**config.mk**
```make
export PLATFORM = sky130hd
export DESIGN_NAME = upstream_read_prefetch_limits
export DESIGN_NICKNAME = d
export VERILOG_FILES = /design/src/hw/prefetch_limits_pkg.sv /design/src/hw/completion_disposition.sv /design/src/hw/upstream_read_prefetch_limits.sv
export SDC_FILE = /design/constraint.sdc
export NUM_CORES = 1
export LEC_CHECK = 0
export ABC_AREA = 0
export BUFFER_PORTS_ARGS = -buffer_cell sky130_fd_sc_hd__buf_2
export CAP_MARGIN = 20
export CORE_MARGIN = 2
export CORE_UTILIZATION = 46
export DETAILED_ROUTE_END_ITERATION = 12
export GPL_TIMING_DRIVEN = 0
export PLACE_DENSITY = 0.77
export SLEW_MARGIN = 20
export SYNTH_ARGS = -nofsm -noshare
export SYNTH_HDL_FRONTEND = slang
export SYNTH_HIERARCHICAL = 1
export SYNTH_SLANG_ARGS = --single-unit
```
**constraint.sdc**
```tcl
create_clock -name mclk -period 2 [get_ports mclk]
set_clock_uncertainty 0.15 [all_clocks]
set_input_delay 0.4 -clock mclk [delete_from_list [all_inputs] [get_ports mclk]]
set_output_delay 0.4 -clock mclk [all_outputs]
set_load 0.1 [all_outputs]
```
**src/hw/prefetch_limits_pkg.sv**
```systemverilog
// Constants, types and helpers for the upstream read pre-fetch limits block
// Behaviour
// - A burst read count of zero switches the automatic pre-fetch agent off.
// - A burst read count of one keeps a thread to one buffer, no pre-fetch.
// - Counts two to fifteen allow the first read plus count minus one more.
// - Cache policy 00 disables pre-fetch and drops leftovers once data went.
// - Light caching drops leftovers on master end, keeps them on a retry.
// - Full caching keeps leftovers on master end and on a bridge retry.
// - Thread length is 64 bytes shifted by the code, 0 to 7; 8 to 15 reserved.
// - Bits 15:12 and 5:4 of the limits register always read as zero.
// - Link, global and power-on reset all restore the limit fields.
// - The limits register resets to 0443h: count 4, policy 01, 512 bytes.
`default_nettype none
package prefetch_limits_pkg;

   // Register placement and layout
   localparam logic [7:0] LIMITS_OFFSET = 8'hE8;
   localparam int CNT_LSB = 8;
   localparam int MODE_LSB = 6;
   localparam int LEN_LSB = 0;
   localparam logic [15:0] LIMITS_RESET = 16'h0443;
   localparam logic [15:0] LIMITS_WMASK = 16'h0FCF;

   // Field codes
   localparam logic [1:0] CACHE_NONE = 2'h0;
   localparam logic [1:0] CACHE_LIGHT = 2'h1;
   localparam logic [1:0] CACHE_FULL = 2'h2;
   localparam logic [3:0] CNT_SINGLE = 4'h1;
   localparam logic [3:0] LEN_MAX_CODE = 4'h7;
   localparam logic [13:0] LEN_BASE_BYTES = 14'h0040;

   // Read sequencer states
   typedef enum logic [1:0] {
      ST_IDLE = 2'b00,
      ST_ISSUE = 2'b01
   } seq_state_t;

   // Byte length of a thread; reserved codes fall back to the smallest
   function automatic logic [13:0] thread_bytes(input logic [3:0] code);
      if (code > LEN_MAX_CODE)
         return LEN_BASE_BYTES;
      return LEN_BASE_BYTES << code[2:0];
   endfunction

   // Reads per burst, the initial read included
   function automatic logic [3:0] burst_reads(input logic [3:0] cnt,
                                              input logic [1:0] mode);
      if (cnt <= CNT_SINGLE || !(mode == CACHE_LIGHT || mode == CACHE_FULL))
         return CNT_SINGLE;
      return cnt;
   endfunction

endpackage
`default_nettype wire

```
**src/hw/completion_disposition.sv**
```systemverilog
// Decides whether leftover read completion data is cached or discarded
`timescale 1ns/1ps
`default_nettype none
module completion_disposition (
   // Clock and reset
   input wire logic mclk,
   input wire logic rstn,
   // Policy and thread events
   input wire logic [1:0] policy,
   input wire logic thread_start,
   input wire logic data_returned,
   input wire logic xfer_end,
   input wire logic end_by_retry,
   // Verdict
   output logic discard_q,
   output logic cached_q
);

   logic sent_q;
   logic sent_d;
   logic keep;
   logic drop;
   logic discard_d;
   logic cached_d;

   // Verdict at transfer end; nothing is dropped before data has gone out
   assign keep = (policy == prefetch_limits_pkg::CACHE_FULL) ||
                 (policy == prefetch_limits_pkg::CACHE_LIGHT &&
                  end_by_retry);
   assign drop = xfer_end && (sent_q || data_returned) && !keep;
   // Data handed out in the start cycle still counts for the new thread
   assign sent_d = data_returned || (sent_q && !thread_start);
   assign discard_d = drop;
   // A hold verdict in the same cycle wins over a new thread's clear
   assign cached_d = drop ? 1'b0 :
                     (xfer_end && keep) ? 1'b1 :
                     thread_start ? 1'b0 : cached_q;

   // Verdict flops
   always_ff @(posedge mclk or negedge rstn) begin
      if (!rstn) begin
         sent_q <= 1'b0;
         discard_q <= 1'b0;
         cached_q <= 1'b0;
      end else begin
         sent_q <= sent_d;
         discard_q <= discard_d;
         cached_q <= cached_d;
      end
   end

   chk_none_drops: assert property (@(posedge mclk) disable iff (!rstn)
      xfer_end && data_returned && !thread_start &&
      policy == prefetch_limits_pkg::CACHE_NONE |=> discard_q && !cached_q)
      else $error("policy 00 kept leftover data");
   chk_light_split: assert property (@(posedge mclk) disable iff (!rstn)
      xfer_end && data_returned && !thread_start &&
      policy == prefetch_limits_pkg::CACHE_LIGHT
      |=> discard_q != $past(end_by_retry) &&
      cached_q == $past(end_by_retry))
      else $error("light caching chose wrong verdict");
   chk_full_keeps: assert property (@(posedge mclk) disable iff (!rstn)
      xfer_end && !thread_start &&
      policy == prefetch_limits_pkg::CACHE_FULL |=> !discard_q && cached_q)
      else $error("full caching discarded data");
   chk_rsvd_policy: assert property (@(posedge mclk) disable iff (!rstn)
      xfer_end && data_returned && policy == 2'h3 |=> discard_q)
      else $error("reserved policy kept data");

endmodule // completion_disposition
`default_nettype wire

```
**src/hw/upstream_read_prefetch_limits.sv**
```systemverilog
// Pre-fetch agent limits register and upstream read burst sequencer
`timescale 1ns/1ps
`default_nettype none
module upstream_read_prefetch_limits #(
   parameter int ADDR_W = 32
) (
   // Clock and combined link, global and power-on reset
   input wire logic mclk,
   input wire logic rstn,
   // Configuration access
   input wire logic cfg_wr,
   input wire logic cfg_rd,
   input wire logic [7:0] cfg_addr,
   input wire logic [1:0] cfg_be,
   input wire logic [15:0] cfg_wdata,
   output logic [15:0] cfg_rdata_q,
   output logic cfg_ack_q,
   // Secondary-bus master read thread
   input wire logic thread_start,
   input wire logic [ADDR_W-1:0] thread_addr,
   input wire logic data_returned,
   input wire logic xfer_end,
   input wire logic end_by_retry,
   // Upstream read requests
   output logic req_valid_q,
   output logic [ADDR_W-1:0] req_addr_q,
   output logic [13:0] req_len_q,
   input wire logic req_ready,
   // Agent status and leftover data verdict
   output logic prefetch_on_q,
   output logic busy_q,
   output logic discard_q,
   output logic cached_q
);

   // Register and its fields
   logic [15:0] limits_q;
   logic [15:0] limits_d;
   logic [15:0] wr_bits;
   logic [3:0] burst_read_count;
   logic [1:0] completion_cache_policy;
   logic [3:0] thread_byte_length;
   logic hit;
   logic wr_hit;

   // Sequencer state
   prefetch_limits_pkg::seq_state_t state_q;
   prefetch_limits_pkg::seq_state_t state_d;
   logic [3:0] reads_left_q;
   logic [3:0] reads_left_d;
   logic [ADDR_W-1:0] req_addr_d;
   logic [13:0] req_len_d;
   logic req_valid_d;
   logic accept;
   logic handshake;
   logic last_read;
   logic [3:0] first_total;
   logic [15:0] rdata_d;
   logic pf_on_d;

   // Field views of the register
   assign burst_read_count = limits_q[prefetch_limits_pkg::CNT_LSB +: 4];
   assign completion_cache_policy =
      limits_q[prefetch_limits_pkg::MODE_LSB +: 2];
   assign thread_byte_length = limits_q[prefetch_limits_pkg::LEN_LSB +: 4];

   // Address decode and byte-lane write merge
   assign hit = (cfg_addr == prefetch_limits_pkg::LIMITS_OFFSET);
   assign wr_hit = cfg_wr && hit;
   assign wr_bits = {{8{cfg_be[1]}}, {8{cfg_be[0]}}} &
                    prefetch_limits_pkg::LIMITS_WMASK;
   assign limits_d = wr_hit ? ((limits_q & ~wr_bits) | (cfg_wdata & wr_bits))
                            : limits_q;
   // Unused ranges never store, so they always read back zero
   assign rdata_d = (cfg_rd && hit) ?
                    (limits_q & prefetch_limits_pkg::LIMITS_WMASK) :
                    16'h0000;

   // Limits register; every reset source arrives merged on rstn
   always_ff @(posedge mclk or negedge rstn) begin
      if (!rstn) begin
         limits_q <= prefetch_limits_pkg::LIMITS_RESET;
      end else begin
         limits_q <= limits_d;
      end
   end

   // Access answer one cycle after the strobe
   always_ff @(posedge mclk or negedge rstn) begin
      if (!rstn) begin
         cfg_rdata_q <= 16'h0000;
         cfg_ack_q <= 1'b0;
      end else begin
         cfg_rdata_q <= rdata_d;
         cfg_ack_q <= cfg_rd || cfg_wr;
      end
   end

   // Burst sizing; count and policy are sampled once per thread
   assign first_total = prefetch_limits_pkg::burst_reads(burst_read_count,
                           completion_cache_policy);
   assign pf_on_d = (burst_read_count > prefetch_limits_pkg::CNT_SINGLE) &&
                    (completion_cache_policy ==
                        prefetch_limits_pkg::CACHE_LIGHT ||
                     completion_cache_policy ==
                        prefetch_limits_pkg::CACHE_FULL);
   assign accept = (state_q == prefetch_limits_pkg::ST_IDLE) && thread_start;
   assign handshake = req_valid_q && req_ready;
   assign last_read = (reads_left_q == prefetch_limits_pkg::CNT_SINGLE);

   // Next-state logic of the sequencer
   always_comb begin
      state_d = state_q;
      reads_left_d = reads_left_q;
      req_valid_d = req_valid_q;
      req_addr_d = req_addr_q;
      req_len_d = req_len_q;
      case (state_q)
         prefetch_limits_pkg::ST_IDLE: begin
            if (thread_start) begin
               state_d = prefetch_limits_pkg::ST_ISSUE;
               reads_left_d = first_total;
               req_valid_d = 1'b1;
               req_addr_d = thread_addr;
               req_len_d = prefetch_limits_pkg::thread_bytes(
                              thread_byte_length);
            end
         end
         prefetch_limits_pkg::ST_ISSUE: begin
            if (handshake) begin
               if (last_read) begin
                  state_d = prefetch_limits_pkg::ST_IDLE;
                  req_valid_d = 1'b0;
               end else begin
                  // Next pre-fetch follows on from the previous thread span
                  reads_left_d = reads_left_q - 4'h1;
                  req_addr_d = req_addr_q + ADDR_W'(req_len_q);
               end
            end
         end
         default: begin
            state_d = prefetch_limits_pkg::ST_IDLE;
            req_valid_d = 1'b0;
         end
      endcase
   end

   // Sequencer flops; a start while busy is ignored, not queued
   always_ff @(posedge mclk or negedge rstn) begin
      if (!rstn) begin
         state_q <= prefetch_limits_pkg::ST_IDLE;
         reads_left_q <= 4'h0;
         req_valid_q <= 1'b0;
         req_addr_q <= '0;
         req_len_q <= 14'h0000;
      end else begin
         state_q <= state_d;
         reads_left_q <= reads_left_d;
         req_valid_q <= req_valid_d;
         req_addr_q <= req_addr_d;
         req_len_q <= req_len_d;
      end
   end

   // Status flops
   always_ff @(posedge mclk or negedge rstn) begin
      if (!rstn) begin
         prefetch_on_q <= 1'b0;
         busy_q <= 1'b0;
      end else begin
         prefetch_on_q <= pf_on_d;
         busy_q <= (state_d == prefetch_limits_pkg::ST_ISSUE);
      end
   end

   // Leftover completion data handling
   completion_disposition u_disposition (
      .mclk(mclk),
      .rstn(rstn),
      .policy(completion_cache_policy),
      .thread_start(accept),
      .data_returned(data_returned),
      .xfer_end(xfer_end),
      .end_by_retry(end_by_retry),
      .discard_q(discard_q),
      .cached_q(cached_q)
   );

   // Helper state for the checks below
   logic [3:0] issued_q;
   logic [3:0] limit_seen_q;
   logic [3:0] len_code_q;
   logic touched_q;
   always_ff @(posedge mclk or negedge rstn) begin
      if (!rstn) begin
         issued_q <= 4'h0;
         limit_seen_q <= 4'h0;
         len_code_q <= 4'h0;
         touched_q <= 1'b0;
      end else begin
         if (accept) begin
            issued_q <= 4'h0;
            limit_seen_q <= first_total;
            len_code_q <= thread_byte_length;
         end else if (handshake) begin
            issued_q <= issued_q + 4'h1;
         end
         touched_q <= touched_q || wr_hit;
      end
   end

   chk_single_read: assert property (@(posedge mclk) disable iff (!rstn)
      accept && (burst_read_count <= prefetch_limits_pkg::CNT_SINGLE) ##1
      handshake |=> !req_valid_q && state_q == prefetch_limits_pkg::ST_IDLE)
      else $error("pre-fetch issued with count of zero or one");
   chk_one_buffer: assert property (@(posedge mclk) disable iff (!rstn)
      accept && burst_read_count == prefetch_limits_pkg::CNT_SINGLE
      |=> reads_left_q == 4'h1)
      else $error("count one did not limit thread to one buffer");
   chk_burst_bound: assert property (@(posedge mclk) disable iff (!rstn)
      handshake |-> issued_q < limit_seen_q)
      else $error("burst exceeded programmed read count");
   chk_no_pf_none: assert property (@(posedge mclk) disable iff (!rstn)
      accept && completion_cache_policy == prefetch_limits_pkg::CACHE_NONE
      |=> reads_left_q == 4'h1 && !prefetch_on_q)
      else $error("pre-fetch ran under policy 00");
   chk_len_value: assert property (@(posedge mclk) disable iff (!rstn)
      req_valid_q |->
      req_len_q == prefetch_limits_pkg::thread_bytes(len_code_q))
      else $error("thread length does not match code");
   chk_addr_step: assert property (@(posedge mclk) disable iff (!rstn)
      handshake && !last_read |=>
      req_addr_q == $past(req_addr_q) + ADDR_W'($past(req_len_q)))
      else $error("pre-fetch address did not advance by thread length");
   chk_rsvd_zero: assert property (@(posedge mclk) disable iff (!rstn)
      cfg_ack_q |-> cfg_rdata_q[15:12] == 4'h0 && cfg_rdata_q[5:4] == 2'h0)
      else $error("unused bits read nonzero");
   chk_reset_default: assert property (@(posedge mclk)
      disable iff (!rstn)
      !touched_q && !wr_hit |=> limits_q == prefetch_limits_pkg::LIMITS_RESET)
      else $error("limits register lost its default");

   // Every strobe is answered on the very next edge
   chk_ack_follow: assert property (@(posedge mclk) disable iff (!rstn)
      cfg_rd || cfg_wr |=> cfg_ack_q)
      else $error("config access went unanswered");

   // An answer never appears without a strobe before it
   chk_ack_extra: assert property (@(posedge mclk) disable iff (!rstn)
      !cfg_rd && !cfg_wr |=> !cfg_ack_q)
      else $error("config answer without a strobe");

   // Read data stays quiet outside a read of this register
   chk_rd_idle: assert property (@(posedge mclk) disable iff (!rstn)
      !(cfg_rd && hit) |=> cfg_rdata_q == 16'h0000)
      else $error("read data driven without a read hit");

   // The unused ranges never hold a one, whatever was written
   chk_rsvd_store: assert property (@(posedge mclk) disable iff (!rstn)
      limits_q[15:12] == 4'h0 && limits_q[5:4] == 2'h0)
      else $error("unused register bits stored a one");

   // A full-width write lands as written, less the unused ranges
   chk_wr_lands: assert property (@(posedge mclk) disable iff (!rstn)
      wr_hit && cfg_be == 2'h3 |=>
      limits_q == ($past(cfg_wdata) & prefetch_limits_pkg::LIMITS_WMASK))
      else $error("register write did not land");

   // A count of zero leaves the agent switched off
   chk_count_off: assert property (@(posedge mclk) disable iff (!rstn)
      burst_read_count == 4'h0 |=> !prefetch_on_q)
      else $error("agent enabled with a count of zero");

   // The reserved policy behaves as no caching, so no pre-fetch
   chk_rsvd_nopf: assert property (@(posedge mclk) disable iff (!rstn)
      completion_cache_policy == 2'h3 |=> !prefetch_on_q)
      else $error("agent enabled under the reserved policy");

   // First request carries the thread address on the next cycle
   chk_first_req: assert property (@(posedge mclk) disable iff (!rstn)
      accept |=> req_valid_q && busy_q && req_addr_q == $past(thread_addr))
      else $error("first read of a thread went astray");

   // A stalled request holds still until it is taken
   chk_valid_hold: assert property (@(posedge mclk) disable iff (!rstn)
      req_valid_q && !req_ready |=>
      req_valid_q && $stable(req_addr_q) && $stable(req_len_q))
      else $error("request changed while stalled");

   // The last read of a burst is exactly the programmed one
   chk_burst_full: assert property (@(posedge mclk) disable iff (!rstn)
      handshake && last_read |-> issued_q + 4'h1 == limit_seen_q)
      else $error("burst ended short of its read count");

   // Busy and request valid rise and fall together
   chk_busy_valid: assert property (@(posedge mclk) disable iff (!rstn)
      busy_q == req_valid_q)
      else $error("busy flag out of step with requests");

   // Nothing is requested while the sequencer idles
   chk_idle_quiet: assert property (@(posedge mclk) disable iff (!rstn)
      state_q == prefetch_limits_pkg::ST_IDLE |-> !req_valid_q)
      else $error("request raised while idle");

   // Reserved length codes fall back to the smallest span
   chk_rsvd_len: assert property (@(posedge mclk) disable iff (!rstn)
      accept && thread_byte_length > prefetch_limits_pkg::LEN_MAX_CODE
      |=> req_len_q == prefetch_limits_pkg::LEN_BASE_BYTES)
      else $error("reserved length code gave a long read");

   // The largest code reads a full 8 Kbyte span
   chk_len_top: assert property (@(posedge mclk) disable iff (!rstn)
      accept && thread_byte_length == prefetch_limits_pkg::LEN_MAX_CODE
      |=> req_len_q == 14'h2000)
      else $error("largest length code read the wrong span");

endmodule // upstream_read_prefetch_limits
`default_nettype wire

```
==> results.sh <==
export IMPL_cp_end_kind="flop"
export IMPL_leakage_uw=0.00262
export IMPL_worst_hold_slack_ns=0.0891
export IMPL_crit_required_ns=2.11
export IMPL_ys_ff_latch=73
export IMPL_rows=33
export IMPL_syn_area_um2=3890
export IMPL_cp_cell_sequence="ha_4 > fa_2 > a21o_1 > nand4_1 > a21oi_4 > and2_4 > a221oi_2"
export IMPL_ant_nets=0
export IMPL_slew_headroom_pct=61.7
export IMPL_cts_tree="yes"
export IMPL_dpl_instance_area_um2=4890
export IMPL_path_class="flop to flop"
export IMPL_fin_area_um2=5410
export IMPL_synth_fa_ha_area_share_pct=3.73
export IMPL_drtIter0Drc=309
export IMPL_synth_top_family_by_area="compound AO/OA/AOI/OAI gates"
export IMPL_fin_crit_sh_pct=110
export IMPL_yosysUniqueCellTypes=65
export IMPL_cp_slowest_cell="dfrtp_4"
export IMPL_dieArea_um2=9210
export IMPL_place_gp_congestion=0.933
export IMPL_fmax_ghz=0.456
export IMPL_finalWorstSetupSlack_ns=-0.195
export IMPL_synthXorXnorAreaFrac_pct=1.58
export IMPL_synthCells=390
export IMPL_grt_pass1_vias=3535
export IMPL_core_area_um2=8220
export IMPL_yosys_warnings=6
export IMPL_synth_simple_area_share_pct=18.6
export IMPL_violations="setup timing"
export IMPL_drc=0
export IMPL_chipHeight_um=95.9
export IMPL_avgRoutedWirePerCell_um=16.7
export IMPL_slowest_delay_ns=0.50
export IMPL_ir_drop_uv=569
export IMPL_yosys_top_cells_area="dfrtp_1 (44%), nand2_1 (4.8%), ha_1 (3.2%)"
export IMPL_root_buffer="clkbuf_8"
export IMPL_cts_inserted_buffers=9
export IMPL_synth_top_area_share_pct=44.4
export IMPL_worstPathArrival_ns=2.30
export IMPL_drive_gt1_share_pct=47.8
export IMPL_yosysTopAreaCell="dfrtp_1"
export IMPL_antenna_cells=0
export IMPL_fillers=667
export IMPL_synth_mux_area_share_pct=4.44
export IMPL_ioPinCount=135
export IMPL_stdcell_count=663
export IMPL_tightest_slew_ns=0.575
export IMPL_vias_per_cell=5.54
export IMPL_maxCapViolCount=0
export IMPL_min_path_type="input port to flop"
export IMPL_routed_wl_um=11100
export IMPL_area_growth_pct=39.0
export IMPL_place_inst=624
export IMPL_period_needed_ns=2.19
export IMPL_total_power_uw=5780
export IMPL_grt_pass1_wl_um=16900
export IMPL_worstSetupStartpointType="flop"
export IMPL_status="finished, violations left"
export IMPL_worstPathMaxFanout=8
export IMPL_rsz0062_at_grt="yes"
export IMPL_start_util_pct=47.3
export IMPL_insertion_delay_ns=0.35
export IMPL_avgSynthCellArea_um2=9.97
export IMPL_htreeDepth=3
export IMPL_synthFlopType="dfrtp_1"
export IMPL_async_reset_ff_share_pct=100
export IMPL_synth_compound_area_share_pct=19.0
export IMPL_portBuffers=116
export IMPL_grt_use_total_pct=23.8
export IMPL_overflow=0
export IMPL_die_x_um=95.9
export IMPL_powerDensity_nw_per_um2=1070
export IMPL_antenna_found_initial=0
export IMPL_yosysSeqAreaShare_pct=47.1
export IMPL_report_final_slew_viol_count=0
export IMPL_path_clk_slew_ns=0.08
export IMPL_synth_edf_count=0
export IMPL_cts_sinks=73
export IMPL_nets=631
export IMPL_drt_pre_antenna_iters=4
export IMPL_dp_hpwl_um=7760
export IMPL_vias=3675
export IMPL_clk_path_buf_depth=2
export IMPL_setup_tns_final_ns=-2.46
export IMPL_grt_max_degree=49
export IMPL_setup_viol=18
export IMPL_hold_viol=0
==> Yosys cell counts, drive strengths merged, types with 2 or more instances <==
cell / number
nor2: 23
xor2: 2
o21ai: 18
buf: 21
nand3: 10
nand2: 50
a41oi: 2
nand4: 7
inv: 8
and2: 2
dfstp: 4
or3: 3
xnor2: 5
a21o: 6
a21oi: 19
nor3: 7
nand2b: 7
a311oi: 5
o31ai: 6
and3b: 2
a211o: 2
clkbuf: 9
mux2i: 6
and3: 16
o41ai: 4
a211oi: 14
nor2b: 3
a31oi: 6
ha: 10
and4: 3
dfrtp: 69
o211ai: 3
nor3b: 2
mux2: 10
o22ai: 10
==> kinds of logic after synthesis <==
| family | after synthesis |
|---|---|
| DFF | 73 |
| xor gates and xnor gates | 7 |
| adders and majority gates | 11 |
| and+or+nand+nor | 140 |
| muxes | 16 |
| other | 1 |
| AOI/OAI and AO/OA | 104 |
| buffers and inverters | 38 |
==> per-layer routing <==
metal | up-vias | track usage (%) | part of all wire [%]
met5 | - | 0 | 0
met4 | 0 | 8.93 | 2.0
met3 | 20 | 5.09 | 7.3
met2 | 153 | 39.6 | 50
met1 | 1767 | 30.5 | 40
li1 | 1735 | - | -
==> path summary, 6_finish.rpt <==
path                                     start                      to  slack (ns)  depth (start not counted)
worst max-delay path             req_addr_q[6]          req_addr_q[28]       -0.19                          7
worst min-delay path            thread_addr[3]           req_addr_q[3]        0.09                          3
worst max register to register   req_addr_q[6]          req_addr_q[28]       -0.19                          7
worst min register to register   req_addr_q[3]           req_addr_q[3]        0.33                          2
max in group asynchronous                 rstn               async pin        0.74                          3
min in group asynchronous                 rstn  u_disposition/cached_q        0.35                          2
==> stage by stage <==
| stage | util [%] | worst slack, ns |
|---|---|---|
| 5_1_grt | 65.8 | -0.280 |
| 3_5_place_dp | 59.5 | -0.329 |
| 2_1_floorplan | - | -0.293 |
| 3_3_place_gp | 59.1 | -0.338 |
| 6_report | 65.8 | -0.195 |
| 4_1_cts | 63.8 | -0.188 |
==> power by group <==
group          leakage (uW)  internal (uW)  switching, uW  total, uW
Combinational       0.00166            684           2080       2770
Sequential         0.000874           1740            257       1990
Clock             0.0000858            444            572       1020
Total               0.00262           2870           2910       5780
==> what timing repair did <==
action,4_1_cts,5_1_grt
setup buffers,14,7
setup endpoints to repair,32,37
pin swaps,11,3
cloned,0,1
gates resized for setup,15,36
hold buffers,1,0
endpoints found under the hold margin,23,0
==> worst max-delay path: cells and delay by family (launching register included) <==
kind	cells	cell delay [ns]
AND/OR/NAND/NOR	2	0.37
adder cells (fa/ha/maj)	2	0.52
flip-flops	1	0.50
AO/OA/AOI/OAI	3	0.56
==> layout make-up <==
| cell class | count | area (um2) | share of cell area, % |
|---|---|---|---|
| Buffer | 30 | 204 | 3.77 |
| Clock buffer | 10 | 128 | 2.36 |
| Clock inverter | 6 | 36.3 | 0.671 |
| Inverter | 8 | 30.0 | 0.556 |
| Multi-Input combinational cell | 291 | 2170 | 40.1 |
| Sequential cell | 73 | 1920 | 35.4 |
| Tap cell | 105 | 131 | 2.43 |
| Timing Repair Buffer | 140 | 793 | 14.7 |
==> cells in the final DEF, fill, tap and decap left out, types with 8 or more instances in the layout <==
cell type	synthesis	routed
a21oi_1	18	15
and3_1	16	16
buf_2	6	118
buf_4	14	37
clkbuf_8	0	9
conb_1	1	13
dfrtp_1	69	38
dfrtp_2	0	13
dfrtp_4	0	18
ha_4	0	8
mux2_1	9	9
nand2_1	50	49
nand3_1	10	9
nor2_1	23	22
o21ai_1	15	13
o22ai_1	10	9
Power figures use the tool's default switching activity.
